===== src/rtl/dvi_pkg.sv =====
// Package with types and constants for the structured VDM initiator.
package dvi_pkg;
   localparam int unsigned CLK_HZ            = 10_000_000;
   localparam int unsigned RESP_WAIT_MS      = 30;
   localparam int unsigned ENTRY_WAIT_MS     = 50;
   localparam int unsigned EXIT_WAIT_MS      = 50;
   localparam int unsigned RESP_WAIT_CYC     = RESP_WAIT_MS * (CLK_HZ / 1000);
   localparam int unsigned ENTRY_WAIT_CYC    = ENTRY_WAIT_MS * (CLK_HZ / 1000);
   localparam int unsigned EXIT_WAIT_CYC     = EXIT_WAIT_MS * (CLK_HZ / 1000);
   localparam int unsigned TMR_W             = 20;

   typedef enum logic [1:0] {
      DVI_CMD_IDENTITY,
      DVI_CMD_MODES,
      DVI_CMD_ENTER,
      DVI_CMD_EXIT
   } dvi_cmd_t;

   typedef enum logic [1:0] {
      DVI_RES_ACK,
      DVI_RES_NAK,
      DVI_RES_BUSY,
      DVI_RES_TIMEOUT
   } dvi_res_t;

   typedef enum logic [1:0] {
      DVI_OP_NONE,
      DVI_OP_MODES,
      DVI_OP_ENTER,
      DVI_OP_EXIT
   } dvi_op_t;

   typedef struct packed {
      logic     valid;
      dvi_cmd_t cmd;
      logic     to_cable;
   } dvi_tx_t;

   typedef struct packed {
      logic     valid;
      dvi_cmd_t cmd;
      dvi_res_t res;
      logic     attention;
   } dvi_rx_t;

   typedef struct packed {
      logic     valid;
      dvi_cmd_t cmd;
      dvi_res_t res;
      logic     attention;
      logic     full_reset;
   } dvi_rpt_t;
endpackage


===== src/rtl/dvi_initiator.sv =====
// Policy-engine state machine issuing structured VDM requests as downstream port.
`timescale 1ns/1ps
module dvi_initiator
   import dvi_pkg::*;
#(
   parameter int unsigned RESP_CYC  = dvi_pkg::RESP_WAIT_CYC,
   parameter int unsigned ENTRY_CYC = dvi_pkg::ENTRY_WAIT_CYC,
   parameter int unsigned EXIT_CYC  = dvi_pkg::EXIT_WAIT_CYC
) (
   input  wire logic             sys_clk_i,
   input  wire logic             sys_rst_i,
   input  wire logic             is_supplier_i,
   input  wire logic             startup_i,
   input  wire dvi_pkg::dvi_op_t pm_op_i,
   input  wire logic             pm_identity_i,
   input  wire logic             pm_to_cable_i,
   input  wire logic             pm_ack_i,
   input  wire dvi_pkg::dvi_rx_t rx_i,
   input  wire logic             tx_ready_i,
   output dvi_pkg::dvi_tx_t      tx_o,
   output dvi_pkg::dvi_rpt_t     rpt_o,
   output logic                  idle_o,
   output logic                  supplier_full_reset_o,
   output logic                  consumer_full_reset_o,
   output logic                  busy_o
);
   import dvi_pkg::*;

   initial begin
      if (RESP_CYC < 2 || RESP_CYC >= (1 << TMR_W) || ENTRY_CYC < 2 || ENTRY_CYC >= (1 << TMR_W)
          || EXIT_CYC < 2 || EXIT_CYC >= (1 << TMR_W)) begin
         $error("timer counts out of range");
      end
   end

   typedef enum logic [4:0] {
      ST_IDLE, ST_STARTUP,
      ST_MODES_SEND, ST_MODES_REQ, ST_MODES_ACK, ST_MODES_FAIL,
      ST_ENTRY_SEND, ST_ENTRY_REQ, ST_ENTRY_ACK, ST_ENTRY_FAIL,
      ST_EXIT_SEND, ST_EXIT_REQ, ST_EXIT_ACK, ST_FULL_RESET,
      ST_ID_SEND, ST_ID_REQ, ST_ID_ACK, ST_ID_FAIL,
      ST_ATTN
   } dvi_state_t;

   dvi_state_t state_ff;
   dvi_state_t nxt_state;
   dvi_res_t   res_ff;
   logic       cable_ff;
   logic       tmr_start;
   logic       tmr_stop;
   logic [TMR_W-1:0] tmr_load;
   logic       tmr_expire;
   logic       rsp_ok;
   logic       in_req;
   dvi_cmd_t   req_cmd;

   always_comb begin
      unique case (state_ff)
         ST_MODES_SEND, ST_MODES_REQ: req_cmd = DVI_CMD_MODES;
         ST_ENTRY_SEND, ST_ENTRY_REQ: req_cmd = DVI_CMD_ENTER;
         ST_EXIT_SEND, ST_EXIT_REQ:   req_cmd = DVI_CMD_EXIT;
         default:                     req_cmd = DVI_CMD_IDENTITY;
      endcase
   end

   assign in_req = (state_ff == ST_MODES_REQ) || (state_ff == ST_ENTRY_REQ)
                || (state_ff == ST_EXIT_REQ) || (state_ff == ST_ID_REQ);
   assign rsp_ok = in_req && rx_i.valid && !rx_i.attention && (rx_i.cmd == req_cmd);

   always_comb begin
      nxt_state = state_ff;
      unique case (state_ff)
         ST_STARTUP: begin
            if (!startup_i) begin
               nxt_state = ST_IDLE;
            end else if (pm_identity_i) begin
               nxt_state = ST_ID_SEND;
            end
         end
         ST_IDLE: begin
            if (startup_i && is_supplier_i) begin
               nxt_state = ST_STARTUP;
            end else if (rx_i.valid && rx_i.attention) begin
               nxt_state = ST_ATTN;
            end else begin
               unique case (pm_op_i)
                  DVI_OP_MODES: nxt_state = ST_MODES_SEND;
                  DVI_OP_ENTER: nxt_state = ST_ENTRY_SEND;
                  DVI_OP_EXIT:  nxt_state = ST_EXIT_SEND;
                  DVI_OP_NONE:  nxt_state = ST_IDLE;
               endcase
            end
         end
         ST_MODES_SEND: if (tx_ready_i) nxt_state = ST_MODES_REQ;
         ST_ENTRY_SEND: if (tx_ready_i) nxt_state = ST_ENTRY_REQ;
         ST_EXIT_SEND:  if (tx_ready_i) nxt_state = ST_EXIT_REQ;
         ST_ID_SEND:    if (tx_ready_i) nxt_state = ST_ID_REQ;
         ST_MODES_REQ: begin
            if (rsp_ok) begin
               nxt_state = (rx_i.res == DVI_RES_ACK) ? ST_MODES_ACK : ST_MODES_FAIL;
            end else if (tmr_expire) begin
               nxt_state = ST_MODES_FAIL;
            end
         end
         ST_ENTRY_REQ: begin
            if (rsp_ok) begin
               nxt_state = (rx_i.res == DVI_RES_ACK) ? ST_ENTRY_ACK : ST_ENTRY_FAIL;
            end else if (tmr_expire) begin
               nxt_state = ST_ENTRY_FAIL;
            end
         end
         ST_EXIT_REQ: begin
            if (rsp_ok) begin
               nxt_state = (rx_i.res == DVI_RES_ACK) ? ST_EXIT_ACK : ST_FULL_RESET;
            end else if (tmr_expire) begin
               nxt_state = ST_FULL_RESET;
            end
         end
         ST_ID_REQ: begin
            if (rsp_ok) begin
               nxt_state = (rx_i.res == DVI_RES_ACK) ? ST_ID_ACK : ST_ID_FAIL;
            end else if (tmr_expire) begin
               nxt_state = ST_ID_FAIL;
            end
         end
         ST_MODES_ACK, ST_MODES_FAIL, ST_ENTRY_ACK, ST_ENTRY_FAIL, ST_EXIT_ACK,
         ST_ID_ACK, ST_ID_FAIL, ST_ATTN: begin
            if (pm_ack_i) begin
               nxt_state = ST_IDLE;
            end
         end
         ST_FULL_RESET: nxt_state = ST_FULL_RESET;
         default:       nxt_state = ST_IDLE;
      endcase
   end

   always_ff @(posedge sys_clk_i or posedge sys_rst_i) begin
      if (sys_rst_i) begin
         state_ff <= ST_IDLE;
      end else begin
         state_ff <= nxt_state;
      end
   end

   // Outcome latched on leaving a request state.
   always_ff @(posedge sys_clk_i or posedge sys_rst_i) begin
      if (sys_rst_i) begin
         res_ff <= DVI_RES_ACK;
      end else if (in_req && rsp_ok) begin
         res_ff <= rx_i.res;
      end else if (in_req && tmr_expire) begin
         res_ff <= DVI_RES_TIMEOUT;
      end
   end

   always_ff @(posedge sys_clk_i or posedge sys_rst_i) begin
      if (sys_rst_i) begin
         cable_ff <= 1'b0;
      end else if (state_ff == ST_IDLE || state_ff == ST_STARTUP) begin
         cable_ff <= pm_to_cable_i;
      end
   end

   // The timer starts when the request is handed over and stops on any exit.
   always_comb begin
      tmr_start = 1'b0;
      tmr_load  = TMR_W'(RESP_CYC);
      unique case (state_ff)
         ST_MODES_SEND, ST_ID_SEND: tmr_start = tx_ready_i;
         ST_ENTRY_SEND: begin
            tmr_start = tx_ready_i;
            tmr_load  = TMR_W'(ENTRY_CYC);
         end
         ST_EXIT_SEND: begin
            tmr_start = tx_ready_i;
            tmr_load  = TMR_W'(EXIT_CYC);
         end
         default: tmr_start = 1'b0;
      endcase
   end

   assign tmr_stop = in_req && rsp_ok;

   dvi_timer #(
      .W (TMR_W)
   ) u_timer (
      .sys_clk_i (sys_clk_i),
      .sys_rst_i (sys_rst_i),
      .start_i   (tmr_start),
      .load_i    (tmr_load),
      .stop_i    (tmr_stop),
      .expire_o  (tmr_expire)
   );

   always_comb begin
      tx_o.valid    = (state_ff == ST_MODES_SEND) || (state_ff == ST_ENTRY_SEND)
                   || (state_ff == ST_EXIT_SEND) || (state_ff == ST_ID_SEND);
      tx_o.cmd      = req_cmd;
      tx_o.to_cable = cable_ff;
   end

   always_comb begin
      rpt_o.valid      = 1'b0;
      rpt_o.cmd        = req_cmd;
      rpt_o.res        = res_ff;
      rpt_o.attention  = 1'b0;
      rpt_o.full_reset = (state_ff == ST_FULL_RESET);
      unique case (state_ff)
         ST_MODES_ACK, ST_MODES_FAIL: begin
            rpt_o.valid = 1'b1;
            rpt_o.cmd   = DVI_CMD_MODES;
         end
         ST_ENTRY_ACK, ST_ENTRY_FAIL: begin
            rpt_o.valid = 1'b1;
            rpt_o.cmd   = DVI_CMD_ENTER;
         end
         ST_EXIT_ACK: begin
            rpt_o.valid = 1'b1;
            rpt_o.cmd   = DVI_CMD_EXIT;
         end
         ST_ID_ACK, ST_ID_FAIL: begin
            rpt_o.valid = 1'b1;
            rpt_o.cmd   = DVI_CMD_IDENTITY;
         end
         ST_ATTN: begin
            rpt_o.valid     = 1'b1;
            rpt_o.attention = 1'b1;
         end
         default: rpt_o.valid = 1'b0;
      endcase
   end

   assign idle_o                = (state_ff == ST_IDLE);
   assign supplier_full_reset_o = (state_ff == ST_FULL_RESET) && is_supplier_i;
   assign consumer_full_reset_o = (state_ff == ST_FULL_RESET) && !is_supplier_i;
   assign busy_o                = !idle_o && (state_ff != ST_STARTUP);

   a_modes_fail_path: assert property (@(posedge sys_clk_i) disable iff (sys_rst_i)
      state_ff == ST_MODES_REQ && rsp_ok && rx_i.res != DVI_RES_ACK |=> state_ff == ST_MODES_FAIL)
      else $error("modes refusal did not fail");
   a_modes_ack_rpt: assert property (@(posedge sys_clk_i) disable iff (sys_rst_i)
      state_ff == ST_MODES_REQ && rsp_ok && rx_i.res == DVI_RES_ACK
      |=> rpt_o.valid && rpt_o.cmd == DVI_CMD_MODES && rpt_o.res == DVI_RES_ACK)
      else $error("modes ack not reported");
   a_entry_ack_go: assert property (@(posedge sys_clk_i) disable iff (sys_rst_i)
      state_ff == ST_ENTRY_REQ && rsp_ok && rx_i.res == DVI_RES_ACK |=> state_ff == ST_ENTRY_ACK)
      else $error("entry ack missed");
   a_exit_fail_reset: assert property (@(posedge sys_clk_i) disable iff (sys_rst_i)
      state_ff == ST_EXIT_REQ && tmr_expire |=> supplier_full_reset_o == is_supplier_i
      && consumer_full_reset_o == !is_supplier_i)
      else $error("exit timeout did not reset");
   a_timeout_code: assert property (@(posedge sys_clk_i) disable iff (sys_rst_i)
      (state_ff == ST_MODES_REQ || state_ff == ST_ID_REQ) && tmr_expire && !rsp_ok
      |=> rpt_o.valid && rpt_o.res == DVI_RES_TIMEOUT)
      else $error("timeout not reported");
   a_done_to_idle: assert property (@(posedge sys_clk_i) disable iff (sys_rst_i)
      rpt_o.valid && pm_ack_i && !rpt_o.full_reset |=> idle_o)
      else $error("no return to idle");
   a_attn_enter: assert property (@(posedge sys_clk_i) disable iff (sys_rst_i)
      idle_o && !startup_i && rx_i.valid && rx_i.attention |=> rpt_o.valid && rpt_o.attention)
      else $error("attention missed");
   a_modes_start: assert property (@(posedge sys_clk_i) disable iff (sys_rst_i)
      idle_o && !startup_i && !(rx_i.valid && rx_i.attention) && pm_op_i == DVI_OP_MODES
      |=> tx_o.valid && tx_o.cmd == DVI_CMD_MODES)
      else $error("modes request not sent");
   a_timer_quiet: assert property (@(posedge sys_clk_i) disable iff (sys_rst_i)
      !in_req |-> !tmr_expire)
      else $error("stale timer expiry");
   a_id_to_idle: assert property (@(posedge sys_clk_i) disable iff (sys_rst_i)
      state_ff == ST_ID_ACK && pm_ack_i |=> idle_o && !busy_o && !rpt_o.valid)
      else $error("identity ack did not return");

   c_modes_ok: cover property (@(posedge sys_clk_i) state_ff == ST_MODES_ACK);
   c_entry_fail: cover property (@(posedge sys_clk_i) state_ff == ST_ENTRY_FAIL);
   c_exit_reset: cover property (@(posedge sys_clk_i) state_ff == ST_FULL_RESET);
   c_attention: cover property (@(posedge sys_clk_i) state_ff == ST_ATTN);
endmodule


===== src/rtl/dvi_timer.sv =====
// Down-counting wait timer with start, stop and one-cycle expiry pulse.
`timescale 1ns/1ps
module dvi_timer #(
   parameter int unsigned W = 20
) (
   input  wire logic         sys_clk_i,
   input  wire logic         sys_rst_i,
   input  wire logic         start_i,
   input  wire logic [W-1:0] load_i,
   input  wire logic         stop_i,
   output logic              expire_o
);
   logic [W-1:0] cnt_ff;
   logic         run_ff;

   always_ff @(posedge sys_clk_i or posedge sys_rst_i) begin
      if (sys_rst_i) begin
         cnt_ff <= '0;
         run_ff <= 1'b0;
      end else if (start_i) begin
         cnt_ff <= load_i;
         run_ff <= 1'b1;
      end else if (stop_i) begin
         run_ff <= 1'b0;
      end else if (run_ff) begin
         if (cnt_ff <= W'(1)) begin
            run_ff <= 1'b0;
         end
         cnt_ff <= cnt_ff - W'(1);
      end
   end

   assign expire_o = run_ff && !start_i && !stop_i && (cnt_ff <= W'(1));
endmodule


===== config.mk =====
export PLATFORM = sky130hd
export DESIGN_NAME = dvi_initiator
export DESIGN_NICKNAME = d
export VERILOG_FILES = /design/src/rtl/dvi_pkg.sv /design/src/rtl/dvi_initiator.sv /design/src/rtl/dvi_timer.sv
export SDC_FILE = /design/constraint.sdc
export NUM_CORES = 1
export LEC_CHECK = 0
export BUFFER_PORTS_ARGS = -buffer_cell sky130_fd_sc_hd__buf_2
export CORE_ASPECT_RATIO = 1.2
export CORE_MARGIN = 1
export CORE_UTILIZATION = 49
export CTS_CLUSTER_SIZE = 30
export DETAILED_ROUTE_END_ITERATION = 6
export GPL_ROUTABILITY_DRIVEN = 0
export HOLD_SLACK_MARGIN = 0.05
export PLACE_DENSITY = 0.79
export SYNTH_ARGS = -nofsm -noshare
export SYNTH_HDL_FRONTEND = slang
export SYNTH_HIERARCHICAL = 1
export SYNTH_SLANG_ARGS = --single-unit

===== constraint.sdc =====
create_clock -name sys_clk_i -period 2.5 [get_ports sys_clk_i]
set_input_delay 0.625 -clock sys_clk_i [delete_from_list [all_inputs] [get_ports sys_clk_i]]
set_output_delay 0.625 -clock sys_clk_i [all_outputs]
set_load 0.02 [all_outputs]

## Word-level counts from Yosys, hierarchy flattened

Index checks and enable logic that the tools add are counted.
W data, S select, Z words.

- Equal/unequal tests: 34
- $lt $le $gt $ge: 1
- Add/sub/neg operators: 1
- Mux-type cells: 38
- Reductions and logical operators: 41

Operators with widths:

| operator | number |
|---|---|
| $mux W5 | 17 |
| $mux W20 | 3 |
| $pmux W5 S12 | 1 |
| $eq A5 B4 Y1 const B | 8 |
| $eq A5 B3 Y1 const B | 4 |
| $le A20 B1 Y1 const B | 1 |
| $pmux W5 S4 | 1 |
| $sub A20 B1 Y20 const B | 1 |
| $mux W18 | 1 |
| $eq A5 B5 Y1 const B | 3 |
| $ne A3 B3 Y1 const B | 5 |
| $reduce_or A2 Y1 | 7 |
| $logic_and A1 B1 Y1 | 13 |
| $mux W1 | 11 |
| $eq A5 B2 Y1 const B | 2 |
| $reduce_and A10 Y1 | 1 |
| $ne A2 B2 Y1 const B | 4 |
| $pmux W2 S4 | 1 |
| $reduce_or A8 Y1 | 1 |
| $logic_or A1 B1 Y1 | 7 |
| $pmux W2 S3 | 1 |
| $eq A5 B1 Y1 const B | 1 |
| $logic_not A1 Y1 | 5 |
| $logic_not A5 Y1 | 1 |
| 10 further kinds | 15 |

- Output and inout port bits: 15
- Input bits: 16
- Bits in registers: 29
- Word-level logic and storage cells: 120

## Longest topological paths before layout

- Word-level depth: 14
- Mapped depth: 11
- Depth with buffers taken out: 10

## Cells and area by module

The synthesis kept the hierarchy.

By module, submodules not included:

| module | cells an instance | times used | area each (um^2) |
|---|---|---|---|
| dvi_timer | 135 | 1 | 1209.9 |
| dvi_initiator | 100 | 1 | 807.0 |

## Worst setup path after synthesis

OpenSTA, ideal clock, no wires.

- Path kind: input port to flip-flop
- Start point: in rx_i[4] (netlist bit)
- End point: reg state_ff[0]
- Setup time: 125 ps
- Slack: -215 ps
- Arrival time: 2590 ps
- Stages: 9
- Buffers on the path: 0
- Cells stage by stage: xnor2_1 mux2_2 nand2_1 inv_1 nand2b_1 nor4_1 nor2_1 a211oi_2 mux2_2

- Word-level cells in the longest chain between the ends: 8
- Elaborated cells on any way between the ends: 16
- Classes of those cells: eq/ne (5); mux (5); reduce/logical (6)

RTL lines:

| element | line | text |
|---|---|---|
| start, declared | dvi_initiator.sv:18 | `input wire dvi_pkg::dvi_rx_t rx_i,` |
| $eq A2 B2 Y1 * | dvi_initiator.sv:68 | `assign rsp_ok = in_req && rx_i.valid && !rx_i.attention && (rx_i.cmd == req_cmd);` |
| $logic_and A1 B1 Y1 * | dvi_initiator.sv:68 |  |
| $logic_and A1 B1 Y1 * | dvi_initiator.sv:182 | `assign tmr_stop = in_req && rsp_ok;` |
| net tmr_stop | dvi_initiator.sv:50 | `logic tmr_stop;` |
| $logic_not A1 Y1 * | dvi_timer.sv:33 | `assign expire_o = run_ff && !start_i && !stop_i && (cnt_ff <= W'(1));` |
| $logic_and A1 B1 Y1 * (2 in series) | dvi_timer.sv:33 |  |
| net tmr_expire | dvi_initiator.sv:52 | `logic tmr_expire;` |
| $ne A3 B3 Y1 (no line) | -- |  |
| $reduce_and A10 Y1 (no line) * | -- |  |
| end signal, assigned | dvi_initiator.sv:141 | `state_ff <= nxt_state;` |
| end, declared | dvi_initiator.sv:45 | `dvi_state_t state_ff;` |

The timed path passes the listed nets; every way through them passes the cells marked *.
A chain may end at the register's enable or synchronous reset.

## Worst setup path after layout

- Start point: reg u_timer.cnt_ff[14]
- End point: reg state_ff[1]

- Word-level cells in the longest chain between the ends: 4
- Elaborated cells on any way between the ends: 7
- Classes of those cells: order compare (1); eq/ne (4); reduce/logical (2)

RTL lines:

| element | line | text |
|---|---|---|
| start, declared | dvi_timer.sv:13 | `logic [W-1:0] cnt_ff;` |
| start signal, assigned | dvi_timer.sv:21 | `cnt_ff <= load_i;` |
| start signal, assigned | dvi_timer.sv:29 | `cnt_ff <= cnt_ff - W'(1);` |
| $le A20 B1 Y1 * | dvi_timer.sv:33 |  |
| $logic_and A1 B1 Y1 * | dvi_timer.sv:33 |  |
| net tmr_expire | dvi_initiator.sv:52 |  |
| $ne A3 B3 Y1 (no line) | -- |  |
| $reduce_and A10 Y1 (no line) * | -- |  |

Marked as above.

==> impl_results.md <==
- Die width: 60.57 um
- Sequential fraction of the synthesis area: between 30% and 40%
- Asr flop ratio synth: between 90% and 100%
- Switching fraction of total power: 44.00%
- Setup CP Type: reg2reg
- Clock skew: 0.004226 ns
- Vias/cell: 5.401
- Fill cell count: 341
- Most frequent cells in the layout: buf_2, buf_4, dfrtp_1
- Element type at the critical path end: flip-flop
- CP Max Fanout: 5
- Post-DP Area: 0.002470 mm^2
- Dpl ws: -0.2066 ns
- R2R cell count: 7
- Post-CTS Hold Buffers: 0
- TritonCTS clock tree: built
- Post-Syn Instances: 235
- Worst-skew pair later-pin latency: roughly 0.28 ns
- CTS max path bufs: 2
- Worst setup margin: -0.1016 ns
- Post-synthesis sequential element count: 29
- Maximum VDD drop: 801.8 uV
- Max-slew violation count: 0
- Total gr overflow: 0
- CTS sink count: 29
- Unrepaired setup endpoints after global routing: yes
- WL final: 4828 um
- R2r setup slk: -0.10 ns
- I/O pins: 31
- Clock share of power: a little under an eighth
- All-Layer GR Usage: between 20% and 30%
- Final setup violation count: 5
- Crit path required time: 2.67 ns
- PnR Total Power: 3.214 mW
- Startpoint types: flip-flop
- DR WL/cell: 13.52 um
- Vias: 1928
- Sequential power share: 29.3%
- Layout cells sized above 1: 31.35%
- Core area: ~0.0039 mm^2
- Vias in the first global route: 1854
- Tmin final: about 2.6 ns
- Final nets: 320
- Hpwl dp: 3610 um
- Post-Syn Area per Cell: 8.583 um^2
- Final instance area: 0.002604 mm^2
- Worst min path class: in2async
- Rel. slew slack: 46.62%
- Leak: roughly 1.1 nW
- First-pass GRT wire length: ~8100 um
- N_diodes: 0
- FF-to-FF Start: u_timer/cnt_ff[14]$_DFFE_PP0P_
- Port bufs: 30
- EDFF count, synth: 0
- # Max-Cap Violations: 0
- Fmax: 384.4 MHz
- Status: finished with violations
- Num CTS Buffers: 5
- Residual DRC: 0
- Initial Utilization: ~51%
- Power Internal: 1.800 mW
- H-tree depth: 2
- Critical R2R Capture: state_ff[1]$_DFFE_PP0P_
- P per Cell Area: 1235 mW/mm^2
- Largest net degree at the start of global routing: 29
- Failing checks: setup timing
- Worst Hold Slack: 0.2839 ns
- NetSw: about 1.4 mW
- Netlist Area Pre-Place: 0.002017 mm^2
- Comb power frac: 59.3%
- Synth Flop Type: dfrtp_1
- Core Util, Final: 66.06%
- Iteration-0 DRC Markers: 122
- Root Buffer: clkbuf_8
- Drt pass-1 iters: 4
- Die Y-Extent: 72.28 um
- Die area: ~0.0044 mm^2
- Worst-margin pin slew: 0.7998 ns
- FP Rows: 25
- Synth-to-layout area growth: 29.09%
- Final Hold Viols: 0
- CP arrival: 2.77 ns
- Initial antenna violation count: 0
- DRT antenna net count: 0
- Warnings from Yosys: 6
- Clock transition at path regs: 0.06 ns
- Final worst path period share: 104.1%
- Count of cell types in the netlist: 55
what timing repair did:
item | in CTS | in global routing
buffers inserted | 0 | 4
pin swaps | 2 | 2
setup endpoints to repair | 5 | 9
gates resized for setup | 4 | 1
cloned | 0 | 0
final cells by class:
type | count | area, um^2 | area share [%]
Tap cell | 54 | 67.56 | 2.595
Clock buffer | 8 | 80.08 | 3.075
Multi-Input combinational cell | 195 | 1306 | 50.17
Timing Repair Buffer | 61 | 386.6 | 14.85
Inverter | 10 | 37.54 | 1.442
Sequential cell | 29 | 725.7 | 27.87
logic make-up (layout without fill, tap and decap cells):
| kind of cell | Yosys count | in the layout | synth area share [%] |
|---|---|---|---|
| AO/OA/AOI/OAI | 51 | 51 | 16.50 |
| XOR/XNOR | 14 | 14 | 6.080 |
| adder cells (fa/ha/maj) | 2 | 2 | 1.240 |
| buffers and inverters | 22 | 79 | 5.087 |
| flip-flops | 29 | 29 | 35.98 |
| multiplexers | 9 | 9 | 4.963 |
| other | 2 | 13 | 0.3723 |
| AND/OR/NAND/NOR | 106 | 106 | 29.78 |
layer usage:
| layer | routed length [um] | global-route usage (%) | vias to the layer above |
|---|---|---|---|
| met5 | 0 | 0 | - |
| met4 | 102 | 11.87 | 0 |
| met3 | 150 | 4.813 | 10 |
| met2 | 2520 | 41.51 | 42 |
| met1 | 2055 | 30.17 | 904 |
| li1 | - | - | 972 |
worst max path at each step:
stage,cells past startpoint,slack [ns],end,start
2_1_floorplan,6,-0.13,state_ff[4]$_DFFE_PP0P_,u_timer/cnt_ff[12]$_DFFE_PP0P_
3_3_place_gp,11,-0.15,state_ff[0]$_DFFE_PP0P_,rx_i[4]
3_5_place_dp,11,-0.21,state_ff[1]$_DFFE_PP0P_,rx_i[4]
4_1_cts,7,-0.11,state_ff[1]$_DFFE_PP0P_,u_timer/cnt_ff[14]$_DFFE_PP0P_
5_1_grt,7,-0.17,state_ff[1]$_DFFE_PP0P_,u_timer/cnt_ff[14]$_DFFE_PP0P_
6_report,7,-0.10,state_ff[1]$_DFFE_PP0P_,u_timer/cnt_ff[14]$_DFFE_PP0P_
registers in the layout, indices dropped and copies added, names as in the netlist:
register / count
cable_ff: 1
state_ff: 5
u_timer/cnt_ff: 20
res_ff: 2
u_timer/run_ff: 1
through the flow:
| stage | instances | setup TNS (ns) |
|---|---|---|
| finish | 357 | -0.4819 |
| floorplan | 246 | -0.6832 |
| CTS | 353 | -0.5051 |
| detailed placement | 345 | -1.621 |
| global route | 357 | -0.8549 |
| global placement | 345 | -1.051 |
cells in the mapped netlist, types with 2 or more instances:
library cell | number | share of area (%)
a211oi_1 | 2 | 0.74
a21oi_1 | 4 | 0.99
a31oi_1 | 8 | 2.5
and2_1 | 2 | 0.62
buf_6 | 2 | 1.1
clkbuf_1 | 8 | 1.5
conb_1 | 2 | 0.37
dfrtp_1 | 29 | 36
ha_1 | 2 | 1.2
inv_1 | 10 | 1.9
mux2_2 | 7 | 3.9
nand2_1 | 20 | 3.7
nand2b_1 | 5 | 1.6
nand3_1 | 8 | 2.0
nand3b_1 | 2 | 0.74
nand4_1 | 5 | 1.6
nor2_1 | 23 | 4.3
nor2b_1 | 5 | 1.6
nor3_1 | 8 | 2.0
nor4_1 | 4 | 1.2
nor4bb_1 | 2 | 0.99
o21ai_0 | 21 | 5.2
o22a_1 | 2 | 0.87
o22ai_1 | 2 | 0.62
o31ai_1 | 2 | 0.74
or2_2 | 2 | 0.62
or3_1 | 5 | 1.6
or3_2 | 2 | 0.74
or4_1 | 2 | 0.74
or4_4 | 2 | 1.1
xnor2_1 | 9 | 3.9
xor2_1 | 5 | 2.2
power groups by stage:
stage | Combinational (mW) | Clock [mW] | Sequential, mW
after floorplan | 1.34 | 0 | 0.926
after global placement | 1.80 | 0 | 0.933
after detailed placement | 1.86 | 0 | 0.939
after CTS | 1.88 | 0.376 | 0.941
after global routing | 2.09 | 0.397 | 0.976
final | 1.91 | 0.367 | 0.941
critical path, stage by stage, from the launching register on:
cell,delay [ns]
dfrtp_1,0.38
or4_4,0.54
or4b_4,0.53
nor4_4,0.28
nor2_2,0.09
a211oi_4,0.21
buf_6,0.16
mux2_4,0.30
Power figures use the tool's default switching activity.
